<file path="config.mk">
export PLATFORM = sky130hd
export DESIGN_NAME = tss_top
export DESIGN_NICKNAME = d
export VERILOG_FILES = /design/src/hw/tss_pkg.sv /design/src/hw/tss_key.sv /design/src/hw/tss_top.sv
export SDC_FILE = /design/constraint.sdc
export NUM_CORES = 2
export LEC_CHECK = 0
export BUFFER_PORTS_ARGS = -buffer_cell sky130_fd_sc_hd__buf_4
export CORE_ASPECT_RATIO = 0.75
export CORE_MARGIN = 2
export CORE_UTILIZATION = 50
export CTS_CLUSTER_DIAMETER = 30
export DETAILED_ROUTE_END_ITERATION = 16
export PLACE_DENSITY = 0.76
export REMOVE_ABC_BUFFERS = 1
export SYNTH_ARGS = -nofsm -noshare
export SYNTH_HDL_FRONTEND = slang
export SYNTH_SLANG_ARGS = --single-unit
</file>
<file path="constraint.sdc">
create_clock -name sys_clk -period 4.19 [get_ports sys_clk]
set_clock_uncertainty 0.15 [all_clocks]
set_input_delay 0.419 -clock sys_clk [delete_from_list [all_inputs] [get_ports sys_clk]]
set_output_delay 0.419 -clock sys_clk [all_outputs]
set_load 0.05 [all_outputs]
</file>
<file path="src/hw/tss_pkg.sv">
// Package: constants, carriers and state types of the touch scan sequencer
package tss_pkg;
    // Clock rate and documented times
    localparam int CLK_KHZ        = 200000;
    localparam int INIT_TIME_MS   = 70;
    localparam int CYCLE_TIME_MS  = 16;
    localparam int RSTPIN_TIME_US = 10;
    // Derived cycle counts, calibration scan count and PWM divider
    localparam int INIT_CYC   = INIT_TIME_MS * CLK_KHZ;
    localparam int CYCLE_CYC  = CYCLE_TIME_MS * CLK_KHZ;
    localparam int RSTPIN_CYC = (RSTPIN_TIME_US * CLK_KHZ + 999) / 1000;
    localparam logic [3:0] CAL_SCANS = 4'hF;
    localparam logic [7:0] PWM_DIV   = 8'hFA;

    // Register byte offsets
    localparam logic [7:0] A_GEN   = 8'h00;
    localparam logic [7:0] A_KEYS  = 8'h04;
    localparam logic [7:0] A_GPIN  = 8'h08;
    localparam logic [7:0] A_CAL   = 8'h0C;
    localparam logic [7:0] A_RST   = 8'h10;
    localparam logic [7:0] A_LP    = 8'h14;
    localparam logic [7:0] A_DI    = 8'h18;
    localparam logic [7:0] A_NRD   = 8'h1C;
    localparam logic [7:0] A_AWAKE = 8'h20;
    localparam logic [7:0] A_DRIVE = 8'h24;
    localparam logic [7:0] A_DIR   = 8'h28;
    localparam logic [7:0] A_PWMEN = 8'h2C;
    localparam logic [7:0] A_PWMLV = 8'h30;
    localparam logic [7:0] A_WAKE  = 8'h34;
    localparam logic [7:0] A_USED  = 8'h38;

    typedef enum logic [1:0] {PH_INIT, PH_IDLE, PH_MEAS, PH_SLEEP} tss_phase_t;

    // Measurement front end link, all asynchronous to sys_clk
    typedef struct packed {
        logic        lclk;
        logic        done;
        logic        burst;
        logic [7:0]  pulses;
        logic [15:0] above;
        logic [15:0] pos_over;
    } tss_afe_t;

    typedef struct packed {
        logic [7:0]  lp;
        logic [7:0]  di;
        logic [7:0]  neg_recal_delay;
        logic [7:0]  awk;
        logic [10:0] drive;
        logic [2:0]  dir;
        logic [10:0] pwm_en;
        logic [3:0]  pwm_lvl;
        logic [2:0]  wake;
        logic [7:0]  used;
    } tss_cfg_t;

    localparam tss_cfg_t CFG_RESET = '{lp: 8'h01, di: 8'h04, neg_recal_delay: 8'h00, awk: 8'h10,
        drive: 11'h000, dir: 3'h0, pwm_en: 11'h000, pwm_lvl: 4'h8, wake: 3'h0, used: 8'hFF};

    typedef struct packed {
        logic [7:0] integ;
        logic       det;
        logic [7:0] dtime;
        logic [3:0] cal_left;
    } tss_key_st_t;

    typedef struct packed {
        tss_afe_t    afe_s1;
        tss_afe_t    afe_s2;
        logic        lclk_prev;
        logic [2:0]  gpio_s1;
        logic [2:0]  gpio_s2;
        logic [2:0]  gpio_prev;
        logic        rstp_s1;
        logic        rstp_s2;
        logic [11:0] rstp_cnt;
        tss_phase_t  phase;
        logic [23:0] tmr;
        logic [7:0]  lp_cnt;
        logic [7:0]  awake_cnt;
        logic        awake;
        logic        cal_all;
        logic        soft_rst;
        logic        meas_req;
        logic        overrun;
        logic        alert;
        logic [2:0]  pend;
        logic [15:0] key_prev;
        logic [7:0]  pwm_div;
        logic [3:0]  pwm_cnt;
        logic [3:0]  chirp;
        tss_cfg_t    cfg;
        logic [7:0]  drv;
        logic [2:0]  gout;
        logic [31:0] rdata;
    } tss_st_t;
endpackage

</file>
<file path="src/hw/tss_key.sv">
// One key: detection integrator, detect timing and per-key recalibration
`timescale 1ns/100ps
module tss_key (
    input  wire logic       sys_clk,
    input  wire logic       resetn,
    input  wire logic       soft_rst,
    input  wire logic       cal_all,
    input  wire logic       sample,
    input  wire logic       above,
    input  wire logic       pos_over,
    input  wire logic [7:0] di_limit,
    input  wire logic [7:0] nrd_limit,
    output logic            detect,
    output logic            cal_busy
);
    import tss_pkg::*;

    tss_key_st_t st;
    tss_key_st_t nx;

    // Next state of the key
    always_comb
    begin
        nx = st;
        if (soft_rst)
        begin
            nx = '0;
        end
        else if (cal_all)
        begin
            nx = '0;
            nx.cal_left = CAL_SCANS;
        end
        else if (sample)
        begin
            if (st.cal_left != 4'h0)
            begin
                nx = '0;
                nx.cal_left = st.cal_left - 4'h1;
            end
            else if (pos_over)
            begin
                nx = '0;
                nx.cal_left = CAL_SCANS;
            end
            else if (st.det && nrd_limit != 8'h00 && st.dtime >= nrd_limit)
            begin
                nx = '0;
                nx.cal_left = CAL_SCANS;
            end
            else if (above)
            begin
                if (st.det)
                    nx.dtime = st.dtime + {7'h00, st.dtime != 8'hFF};
                else if ({1'b0, st.integ} + 9'h001 >= {1'b0, di_limit})
                    nx.det = 1'b1;
                else
                    nx.integ = st.integ + 8'h01;
            end
            else
            begin
                nx.integ = 8'h00;
                nx.det = 1'b0;
                nx.dtime = 8'h00;
            end
        end
    end

    always_ff @(posedge sys_clk or negedge resetn)
    begin
        if (!resetn)
            st <= '0;
        else
            st <= nx;
    end

    assign detect = st.det;
    assign cal_busy = st.cal_left != 4'h0;
endmodule

</file>
<file path="src/hw/tss_top.sv">
// Touch scan sequencer: cycle timing, calibration, alert, sleep and outputs
//
// Contract
// - About 70 ms startup before measuring
// - Then alert low, calibrate over 15 scans
// - Never recalibrate on a periodic schedule
// - Recalibrate key stuck in detect too long
// - Recalibrate key above positive threshold
// - Host command triggers full key calibration
// - Alert low whenever key status changes
// - Later calibrations alert only if something detected
// - Reset pin low 10 us restarts fully; chirp and PWM counters are not reset
// - Bursts always chirp, never configurable
// - Per-key integrator confirms touch at limit
// - Below threshold clears integrator counter
// - Fixed 16 ms cycle, measure then idle
// - Low power interval sets idle measuring
// - Touch forces 16 ms until awake timeout
// - Overrun sets status flag, keeps running
// - Interval zero sleeps, no measure, no PWM
// - Wake on address match, reset, interval
// - Wake-enabled input edges in sleep alert
// - Three pins bidirectional, eight output only
// - PWM frozen during bursts, duty approximate
// - Used drive lines carry burst pulses
// - Alert released after changed bytes read
`timescale 1ns/100ps
module tss_top #(
    parameter int INIT_CYCLES  = tss_pkg::INIT_CYC,
    parameter int CYCLE_CYCLES = tss_pkg::CYCLE_CYC
) (
    input  wire logic             sys_clk,
    input  wire logic             resetn,
    input  wire logic             psel,
    input  wire logic             penable,
    input  wire logic             pwrite,
    input  wire logic [7:0]       paddr,
    input  wire logic [31:0]      pwdata,
    output logic [31:0]           prdata,
    output logic                  pready,
    output logic                  pslverr,
    input  wire tss_pkg::tss_afe_t afe_in,
    output logic                  meas_req,
    output logic [15:0]           key_cal,
    output logic [3:0]            chirp_step,
    input  wire logic             rst_pin_n,
    input  wire logic             i2c_addr_match,
    input  wire logic [2:0]       gpio_in,
    output logic [2:0]            gpio_out,
    output logic [2:0]            gpio_oe,
    output logic [7:0]            drive_line_outputs,
    output logic                  status_alert_n
);
    import tss_pkg::*;

    tss_st_t     st;
    tss_st_t     nx;
    logic [15:0] det;
    logic [15:0] kcal;
    logic        lclk_rise;
    logic        sample;
    logic        tick;
    logic        wr;
    logic        rd;
    logic        hit;
    logic [31:0] rmux;
    logic [10:0] lvl;
    logic [2:0]  edges;

    // One integrator per key
    genvar k;
    generate
        for (k = 0; k < 16; k++)
        begin : g_key
            tss_key u_key (
                .sys_clk   (sys_clk),
                .resetn    (resetn),
                .soft_rst  (st.soft_rst),
                .cal_all   (st.cal_all),
                .sample    (sample),
                .above     (st.afe_s2.above[k]),
                .pos_over  (st.afe_s2.pos_over[k]),
                .di_limit  (st.cfg.di),
                .nrd_limit (st.cfg.neg_recal_delay),
                .detect    (det[k]),
                .cal_busy  (kcal[k])
            );
        end
    endgenerate

    // Register read mux and address decode
    always_comb
    begin
        hit = 1'b1;
        rmux = 32'h0000_0000;
        case (paddr)
            A_GEN:   rmux = {26'h000_0000, st.overrun, st.awake, st.phase == PH_SLEEP,
                             st.phase == PH_MEAS, |kcal, st.phase == PH_INIT};
            A_KEYS:  rmux = {16'h0000, det};
            A_GPIN:  rmux = {29'h0000_0000, st.gpio_s2};
            A_CAL:   rmux = 32'h0000_0000;
            A_RST:   rmux = 32'h0000_0000;
            A_LP:    rmux = {24'h00_0000, st.cfg.lp};
            A_DI:    rmux = {24'h00_0000, st.cfg.di};
            A_NRD:   rmux = {24'h00_0000, st.cfg.neg_recal_delay};
            A_AWAKE: rmux = {24'h00_0000, st.cfg.awk};
            A_DRIVE: rmux = {21'h00_0000, st.cfg.drive};
            A_DIR:   rmux = {29'h0000_0000, st.cfg.dir};
            A_PWMEN: rmux = {21'h00_0000, st.cfg.pwm_en};
            A_PWMLV: rmux = {28'h000_0000, st.cfg.pwm_lvl};
            A_WAKE:  rmux = {29'h0000_0000, st.cfg.wake};
            A_USED:  rmux = {24'h00_0000, st.cfg.used};
            default: hit = 1'b0;
        endcase
    end

    // Strobes from the synchronised link, the cycle timer and the APB access
    always_comb
    begin
        lclk_rise = st.afe_s2.lclk & ~st.lclk_prev;
        sample = lclk_rise & st.afe_s2.done & (st.phase == PH_MEAS);
        tick = st.tmr == 24'(CYCLE_CYCLES - 1);
        wr = psel & penable & pwrite;
        rd = psel & penable & ~pwrite;
    end

    // Static pin levels; PWM gate applies per pin
    generate
        for (k = 0; k < 11; k++)
        begin : g_lvl
            assign lvl[k] = st.cfg.drive[k] & (~st.cfg.pwm_en[k] | (st.pwm_cnt < st.cfg.pwm_lvl));
        end
    endgenerate

    // Next state of the sequencer
    always_comb
    begin
        nx = st;
        nx.cal_all = 1'b0;
        nx.soft_rst = 1'b0;
        nx.meas_req = 1'b0;

        // Two-flop synchronisers for the link and pins
        nx.afe_s1 = afe_in;
        nx.afe_s2 = st.afe_s1;
        nx.lclk_prev = st.afe_s2.lclk;
        nx.gpio_s1 = gpio_in;
        nx.gpio_s2 = st.gpio_s1;
        nx.gpio_prev = st.gpio_s2;
        nx.rstp_s1 = rst_pin_n;
        nx.rstp_s2 = st.rstp_s1;

        if (!st.rstp_s2)
            nx.rstp_cnt = st.rstp_cnt + {11'h000, st.rstp_cnt != 12'hFFF};
        else
        begin
            nx.soft_rst = st.rstp_cnt >= 12'(RSTPIN_CYC);
            nx.rstp_cnt = 12'h000;
        end

        // Register reads: capture in setup, clear on access
        if (psel && !penable)
            nx.rdata = rmux;
        if (rd && paddr == A_GEN)
        begin
            nx.pend[0] = 1'b0;
            nx.overrun = 1'b0;
        end
        if (rd && paddr == A_KEYS)
            nx.pend[1] = 1'b0;
        if (rd && paddr == A_GPIN)
            nx.pend[2] = 1'b0;

        // Register writes
        if (wr)
        begin
            case (paddr)
                A_CAL:   nx.cal_all = 1'b1;
                A_RST:   nx.soft_rst = pwdata != 32'h0000_0000;
                A_LP:    nx.cfg.lp = pwdata[7:0];
                A_DI:    nx.cfg.di = pwdata[7:0];
                A_NRD:   nx.cfg.neg_recal_delay = pwdata[7:0];
                A_AWAKE: nx.cfg.awk = pwdata[7:0];
                A_DRIVE: nx.cfg.drive = pwdata[10:0];
                A_DIR:   nx.cfg.dir = pwdata[2:0];
                A_PWMEN: nx.cfg.pwm_en = pwdata[10:0];
                A_PWMLV: nx.cfg.pwm_lvl = pwdata[3:0];
                A_WAKE:  nx.cfg.wake = pwdata[2:0];
                A_USED:  nx.cfg.used = pwdata[7:0];
                default: nx.rdata = st.rdata;
            endcase
        end

        // Cycle sequencer
        case (st.phase)
            PH_INIT:
            begin
                nx.tmr = st.tmr + 24'h00_0001;
                if (st.tmr == 24'(INIT_CYCLES - 1))
                begin
                    nx.phase = PH_IDLE;
                    nx.tmr = 24'h00_0000;
                    nx.cal_all = 1'b1;
                    nx.pend[1] = 1'b1;
                end
            end
            PH_IDLE:
            begin
                nx.tmr = st.tmr + 24'h00_0001;
                if (tick)
                begin
                    nx.tmr = 24'h00_0000;
                    // interval zero sleeps; an address wake runs until its awake timeout
                    if (st.cfg.lp == 8'h00 && !st.awake)
                        nx.phase = PH_SLEEP;
                    else if (st.awake || st.lp_cnt + 8'h01 >= st.cfg.lp)
                    begin
                        nx.phase = PH_MEAS;
                        nx.meas_req = 1'b1;
                        nx.lp_cnt = 8'h00;
                    end
                    else
                        nx.lp_cnt = st.lp_cnt + 8'h01;
                    if (st.awake && det == 16'h0000)
                    begin
                        nx.awake_cnt = st.awake_cnt + 8'h01;
                        if (st.awake_cnt + 8'h01 >= st.cfg.awk)
                            nx.awake = 1'b0;
                    end
                end
            end
            PH_MEAS:
            begin
                nx.tmr = st.tmr + 24'h00_0001;
                if (tick)
                begin
                    nx.tmr = 24'h00_0000;
                    nx.overrun = 1'b1;
                    nx.pend[0] = 1'b1;
                end
                if (sample)
                    nx.phase = PH_IDLE;
            end
            PH_SLEEP:
            begin
                if (i2c_addr_match)
                begin
                    nx.phase = PH_IDLE;
                    nx.awake = 1'b1;
                    nx.awake_cnt = 8'h00;
                end
                if (wr && paddr == A_LP && pwdata[7:0] != 8'h00)
                    nx.phase = PH_IDLE;
            end
            default: nx.phase = PH_INIT;
        endcase

        if ((det & ~st.key_prev) != 16'h0000)
        begin
            nx.awake = 1'b1;
            nx.awake_cnt = 8'h00;
        end
        if (det != 16'h0000)
            nx.awake_cnt = 8'h00;

        if (det != st.key_prev)
            nx.pend[1] = 1'b1;
        nx.key_prev = det;

        // input edges; only wake pins in sleep
        edges = (st.gpio_s2 ^ st.gpio_prev) & ~st.cfg.dir;
        if (st.phase == PH_SLEEP)
            edges = edges & st.cfg.wake;
        if (edges != 3'h0)
            nx.pend[2] = 1'b1;

        if (lclk_rise && st.afe_s2.burst)
            nx.chirp = st.chirp + 4'h1;

        if (st.phase != PH_SLEEP)
        begin
            if (!st.afe_s2.burst)
            begin
                nx.pwm_div = (st.pwm_div == PWM_DIV) ? 8'h00 : st.pwm_div + 8'h01;
                if (st.pwm_div == PWM_DIV)
                    nx.pwm_cnt = st.pwm_cnt + 4'h1;
            end
            nx.drv = (st.afe_s2.pulses & st.cfg.used & {8{st.afe_s2.burst}}) |
                     (lvl[7:0] & ~(st.cfg.used & {8{st.afe_s2.burst}}));
            nx.gout = lvl[10:8];
        end

        // Restart as after power-up; synchronisers, chirp and PWM counters keep running, read data is kept
        if (st.soft_rst)
        begin
            nx.phase = PH_INIT;
            nx.tmr = 24'h00_0000;
            nx.cfg = CFG_RESET;
            nx.pend = 3'h0;
            nx.overrun = 1'b0;
            nx.awake = 1'b0;
            nx.lp_cnt = 8'h00;
            nx.awake_cnt = 8'h00;
            nx.key_prev = 16'h0000;
            nx.cal_all = 1'b0;
            nx.meas_req = 1'b0;
            nx.drv = 8'h00;
            nx.gout = 3'h0;
        end
        nx.alert = nx.pend != 3'h0;
    end

    always_ff @(posedge sys_clk or negedge resetn)
    begin
        if (!resetn)
        begin
            st <= '0;
            st.cfg <= CFG_RESET;
        end
        else
            st <= nx;
    end

    // Outputs; APB answers in the first access cycle
    assign prdata = st.rdata;
    assign pready = psel & penable;
    assign pslverr = psel & penable & ~hit;
    assign meas_req = st.meas_req;
    assign key_cal = kcal;
    assign chirp_step = st.chirp;
    assign status_alert_n = ~st.alert;
    assign drive_line_outputs = st.drv;
    assign gpio_out = st.gout;
    // only dedicated pins may be inputs
    assign gpio_oe = st.cfg.dir;
endmodule

</file>
### Word level (Yosys, flattened, before mapping)

Index checks and enable logic that the tools add are counted.

* register bits after elaboration: 644
* input bits: 93
* output and inout bits: 70
* logic and storage cells: 805

* $add $sub $neg: 71
* magnitude comparators: 36
* equal/unequal tests: 101
* mux-type cells: 257
* bitwise operators: 57
* reductions and logical operators: 172

Operators by type and width (count)
* 21-bit two-way mux: 80
* 17-bit two-way mux: 32
* 8-bit two-way mux: 42
* 16-bit one-hot mux with 13 select lines: 1
* 9-bit two-way mux: 19
* 8-bit by 1-bit adder with 8-bit output (second input constant): 19
* 8-bit by 1-bit adder with 9-bit output (second input constant): 16
* 8-bit greater-or-equal comparator: 18
* 9-bit by 8-bit greater-or-equal comparator with 1-bit output: 16
* 8-bit by 1-bit adder with 8-bit output: 16
* 8-bit inequality test (second input constant): 16
* 7-bit by 4-bit inequality test with 1-bit output (second input constant): 16
* 7-bit by 5-bit inequality test with 1-bit output (second input constant): 16
* 7-bit by 6-bit inequality test with 1-bit output (second input constant): 16
* 32-bit two-way mux: 3
* 2-bit AND reduction: 43
* 5-bit nonzero test: 17
* 83-bit two-way mux: 1
* 72-bit two-way mux: 1
* 24-bit one-hot mux with 3 select lines: 1
* 4-bit nonzero test: 18
* 4-bit two-way mux: 17
* 4-bit by 1-bit subtractor with 4-bit output (second input constant): 16
* 8-bit by 6-bit equality test with 1-bit output (second input constant): 7
* other kinds (60): 247

### Depth between registers and ports, before layout

* word-level depth: 11
* mapped depth: 12

### Cells and area by module

Synthesis repeated with hierarchy kept, for this count alone.

* cell total of the unflattened synthesis: 4399
* area, all modules: 41383.4 um^2

By module, submodules not included
* tss_key (g_key[0].u_key ...): times used 8, cells an instance 194, area an instance 1726.7 um^2, seq. area each 525.5 um^2
* tss_top: times used 1, cells an instance 1336, area an instance 13770.7 um^2, seq. area each 7322.0 um^2
* tss_key (g_key[14].u_key ...): times used 7, cells an instance 188, area an instance 1724.2 um^2, seq. area each 525.5 um^2
* tss_key (g_key[8].u_key): times used 1, cells an instance 195, area an instance 1730.4 um^2, seq. area each 525.5 um^2

### Worst setup path after synthesis

OpenSTA, ideal clock, no wires.

* kind: input to output
* start: in paddr[4]
* end: out pslverr
* arrival time: 3.866 ns
* required time: 3.621 ns
* setup slack: -0.245 ns
* cell stages on the path: 5
* buffers on the path: 1
* cells stage by stage: clkbuf_1 > or4b_2 > nand3_1 > a31oi_1 > a2111oi_0

* longest elaborated chain between the ends: 5
* elaborated cells on any way between the ends: 19
* classes of those cells: eq/ne (14); mux (1); bitwise (2); reduce/logical (2)

Ends and longest elaborated chain
* start, declared: RTL line tss_top.sv:37 `input wire logic [7:0] paddr,`
* 8-bit by 3-bit equality test with 1-bit output, or another cell as far along: RTL line tss_top.sv:96 `case (paddr)`
* 15-bit OR reduction (no line) *
* 1-bit two-way mux *: RTL line tss_top.sv:96
* 1-bit inverter *: RTL line tss_top.sv:327 `assign pslverr = psel & penable & ~hit;`
* 1-bit AND *: RTL line tss_top.sv:327
* end, declared: RTL line tss_top.sv:41 `output logic pslverr,`

Mark *: on every way between the ends. The rest lies on a longest branch, timed or not.

### Final worst setup path

* start: reg st[97] (netlist name)
* end: reg g_key[0].u_key.st[13] (netlist name)

* longest elaborated chain between the ends: 9
* elaborated cells on any way between the ends: 13
* classes of those cells: order compare (1); eq/ne (2); mux (6); reduce/logical (4)

Ends and longest elaborated chain
* start, declared: RTL line tss_top.sv:56 `tss_st_t st;`
* start signal, assigned: RTL line tss_top.sv:321 `st <= nx;`
* branches (longest 2 deep; another with 8-bit greater-or-equal comparator)
* 1-bit logical AND *: RTL line tss_key.sv:46 `else if (st.det && nrd_limit != 8'h00 && st.dtime >= nrd_limit)`
* 17-bit two-way mux: RTL line tss_key.sv:46
* 21-bit two-way mux: RTL line tss_key.sv:41 `else if (pos_over)`
* 21-bit two-way mux: RTL line tss_key.sv:36 `if (st.cal_left != 4'h0)`
* 21-bit two-way mux: RTL line tss_key.sv:34 `else if (sample)`
* 21-bit two-way mux: RTL line tss_key.sv:29 `else if (cal_all)`
* 21-bit two-way mux: RTL line tss_key.sv:25 `if (soft_rst)`
* end signal, assigned: RTL line tss_key.sv:74 `st <= nx;`
* end, declared: RTL line tss_key.sv:18 `tss_key_st_t st;`

Mark *: on every way between the ends. The select of a mux whose other input is x is not followed.
A chain may end at the register's enable or synchronous reset.

==> metrics.log <==
INFO  metric ys_dominant_reg_cell = dfrtp_1
INFO  metric finish.cell_count_without_fillers = 5541
INFO  metric numCtsBuffers = 115
INFO  metric rsz0062_at_grt = false
INFO  metric cts_post_setup_buffers_inserted = 0
INFO  metric r2r_end = g_key[0].u_key.st[13]
INFO  metric syn_area_per_cell = 9.31 um^2
INFO  metric grt.met3_usage = 6.76%
INFO  metric grt_util_all_layers = 27.5%
INFO  metric drt-initial-drc-count = 3220
INFO  metric drt-pass1-iter-count = 6
INFO  metric drt_wl_total = 112000 um
INFO  metric yosys_warnings = 0
INFO  metric mappedNetlistArea = 39000 um^2
INFO  metric clock_sinks = 628
INFO  metric ctsRootBufferMaster = clkbuf_16
INFO  metric via_count = 33900
INFO  metric dp.final_hpwl = 76900 um
INFO  metric worst-slew-pin-transition = 1230 ps
INFO  metric cp_max_fo = 9
INFO  metric layout_setup_ws = 535 ps
INFO  metric die-area = 80300 um^2
INFO  metric setup-violations-final = 0
INFO  metric cts-htree-levels = 3
INFO  metric postSynth.asyncResetShare = 100%
INFO  metric outcome = finished clean
INFO  metric grt_pass1_wl = 178000 um
INFO  metric power.density_cell_area = 380 nW/um^2
INFO  metric timing.critical_path.from = st[97]
INFO  metric io-pin-count = 163
INFO  metric fillerInstances = 6323
INFO  metric grt_busiest_layer = met2
INFO  metric worstReg2RegStart = st[97]
INFO  metric critPathArrivalTime = 4070 ps
INFO  metric power.static_leakage = 21.0 nW
INFO  metric final-max-slew-violation-count = 0
INFO  metric worstSetupEndpoint = g_key[0].u_key.st[13]
INFO  metric io_buffer_count = 146
INFO  metric criticalPathCategory = reg -> reg
INFO  metric cp-end-kind = flop
INFO  metric worst_path_largest_cell_delay = 630 ps
INFO  metric number_of_global_route_vias_before_repair = 32400
INFO  metric wl_per_cell = 20.1 um
INFO  metric fp-row-count = 88
INFO  metric area_growth = 17.8%
INFO  metric grt_antenna_before_repair = 0
INFO  metric die_h = 246 um
INFO  metric fp.coreArea = 77100 um^2
INFO  metric cts_max_path_buffers = 3
INFO  metric power.ir.vdd_worst = 322 uV
INFO  metric pin_count_of_the_biggest_net_entering_global_routing = 104
INFO  metric place_congestion = 0.933
INFO  metric worst_slew_margin_rel = 17.9%
INFO  metric layout-drive-gt1-share = 13.4%
INFO  metric gr-usage-met2 = 40.1%
INFO  metric number_of_enable_type_register_cells_in_the_synthesized_netlist = 0
INFO  metric clock_latency = 690 ps
INFO  metric floorplan.initialDensity = 50.6%
INFO  metric worstPathRequired = 4600 ps
INFO  metric worst_path_cell_with_the_longest_stage_delay = inv_1
INFO  metric worst_path_clk_slew = 50 ps
INFO  metric drc = 0
INFO  metric synthDistinctLibCells = 95
INFO  metric synth.ff_latch_count = 628
INFO  metric timing.reg2reg.worst_path_depth = 9
INFO  metric total_of_hold_buffers_inserted_after_clock_tree_synthesis = 59
INFO  metric gr-total-overflow = 0
INFO  metric grtUsageMet1 = 39.5%
INFO  metric timing.hold.worst.class = in -> reg
INFO  metric hold_viol_final = 0
INFO  metric drtAntennaViolNets = 0
INFO  metric post_cts_repair_resize_count = 0
INFO  metric post-place-cells = 5264
INFO  metric yosysSeqAreaShare = 40.3%
INFO  metric num_antenna_cells = 0
INFO  metric fin_nets = 4866
INFO  metric final_period_minus_worst_setup_slack = 3660 ps
INFO  metric preCtsSetupSlack = 607 ps
INFO  metric achievable-frequency = 274 MHz
INFO  metric sort_of_element_at_the_start_of_the_critical_path = flop
INFO  metric clock_tree_from_tritoncts = done
INFO  metric fp.dieW = 327 um
INFO  metric regToRegSetupSlack = 530 ps
INFO  metric viasPerCell = 6.11
INFO  metric timing.final.crit_share = 87.2%
INFO  metric maxcap_violations = 0
INFO  metric worst_hold_slack = 39.4 ps
INFO  metric netlist_instances = 4192
INFO  metric timing.critical_path.cells = inv_1 > buf_4 > ha_1 > o21ai_0 > nor2_1 > a211oi_1 > o211ai_1 > o21ai_2 > mux2_2
## report_power, final
group | total, mW | switching (mW) | leakage (nW) | internal, mW
sequential | 6.43 | 0.177 | 8.43 | 6.26
clock | 9.74 | 3.44 | 1.99 | 6.30
combinational | 1.29 | 0.844 | 10.6 | 0.443
total | 17.5 | 4.46 | 21.0 | 13.0
## routing by layer
layer,up-vias,part of all wire (%)
met5,-,0
met4,0,3.4
met3,244,9.8
met2,1562,42
met1,16400,45
li1,15700,-
## kinds of logic after synthesis
family	Yosys count	synth area share [%]
other cells	1	0.00961
mux	143	3.86
flops	628	40.3
compound gates	928	16.4
xor+xnor	147	3.30
buf+inv	468	5.30
fa+ha+maj	368	11.8
simple gates	1509	19.0
## worst min path at each step
stage	startpoint	to	slack [ps]	depth (start not counted)
floorplan	resetn	chirp_step[0]	-30	0
global placement	nx[264]	nx[221]	180	0
detailed placement	nx[225]	st[225]	180	0
CTS	paddr[2]	prdata[1]	0.06	4
global route	paddr[2]	prdata[1]	40	4
finish	paddr[2]	prdata[1]	40	4
## sequential cells by signal, summed over array words and instances, names as in the netlist
| signal | count |
|---|---|
| g_key.u_key.st | 320 |
| st | 206 |
| nx | 51 |
| g_key.u_key.detect | 16 |
| prdata | 16 |
| drive_line_outputs | 8 |
| chirp_step | 4 |
| gpio_oe | 3 |
| gpio_out | 3 |
| meas_req | 1 |
## final cells by class
cell class / instances / area [um^2] / area share [%]
clock inverters: 79 / 1020 / 2.22
flip-flops and latches: 628 / 15700 / 34.2
inverters: 240 / 901 / 1.96
clock buffers: 139 / 3120 / 6.78
multi-input cells: 3111 / 21300 / 46.4
well taps: 1035 / 1290 / 2.82
repair buffers: 309 / 2590 / 5.63
## stage by stage
step	total power [mW]	cell area, um^2	TNS, ps	util [%]
floorplan	7.16	37900	-541850	-
global placement	7.72	41300	0	53.5
detailed placement	7.75	41300	0	53.5
CTS	17.6	46000	0	59.7
global route	18.0	46000	0	59.7
finish	17.5	46000	0	59.7
## cells in the mapped netlist, types with 13 or more instances
cell	instances	area, um^2
dfrtp_1	616	15400
nand2_1	414	1550
ha_1	368	4600
nor2_1	286	1070
inv_1	238	893
nand3_1	236	1180
a21oi_1	201	1010
o21ai_0	146	731
clkbuf_1	116	435
nor3_1	100	500
nand4_1	97	607
xnor2_1	92	806
mux2i_1	91	911
a21o_1	78	586
and3_1	72	450
buf_4	68	510
a31oi_1	63	394
xor2_1	55	482
a22o_1	52	455
mux2_2	51	574
nand2b_1	51	319
nor2b_1	48	300
nor4_1	48	300
o22ai_1	42	263
o31ai_1	38	285
and2_1	33	206
a211o_1	30	263
a211oi_1	28	210
buf_2	25	125
or2_2	23	144
a221oi_1	20	175
o21a_1	20	150
or3_1	20	125
a22oi_1	19	143
nand3b_1	17	128
a32o_1	16	160
o211ai_1	16	120
a2111oi_0	15	131
a311oi_1	15	131
buf_1	15	56.3
o21bai_1	15	113
nor3b_1	14	105
nand4b_1	13	114
## placed cells by master (no fill, tap or decap), drive strengths merged, types with 17 or more instances in the layout
cell type,count
nand3,236
dlygate4sd3,59
or3,20
or2,25
a21o,78
clkbuf,139
inv,254
a21oi,210
nor2,287
a211o,30
nand2,417
and2,35
o22ai,42
ha,368
nor4,49
mux2i,91
mux2,51
xnor2,92
clkinv,36
a22oi,19
o21ai,147
nand3b,17
buf,250
a311oi,17
nor3,102
a31oi,70
o31ai,38
xor2,55
dfrtp,616
o21a,20
nand2b,51
nor2b,48
a211oi,28
a22o,58
a221oi,20
and3,72
nand4,97
## worst max-delay path, delay by kind of cell (launching register included)
kind,cells,cell delay [ps]
AOI/OAI and AO/OA,4,1330
buffers and inverters,2,940
DFF,1,410
muxes,1,380
adders and majority gates,1,260
and+or+nand+nor,1,60
No activity file was read; power rests on OpenSTA's default activity.
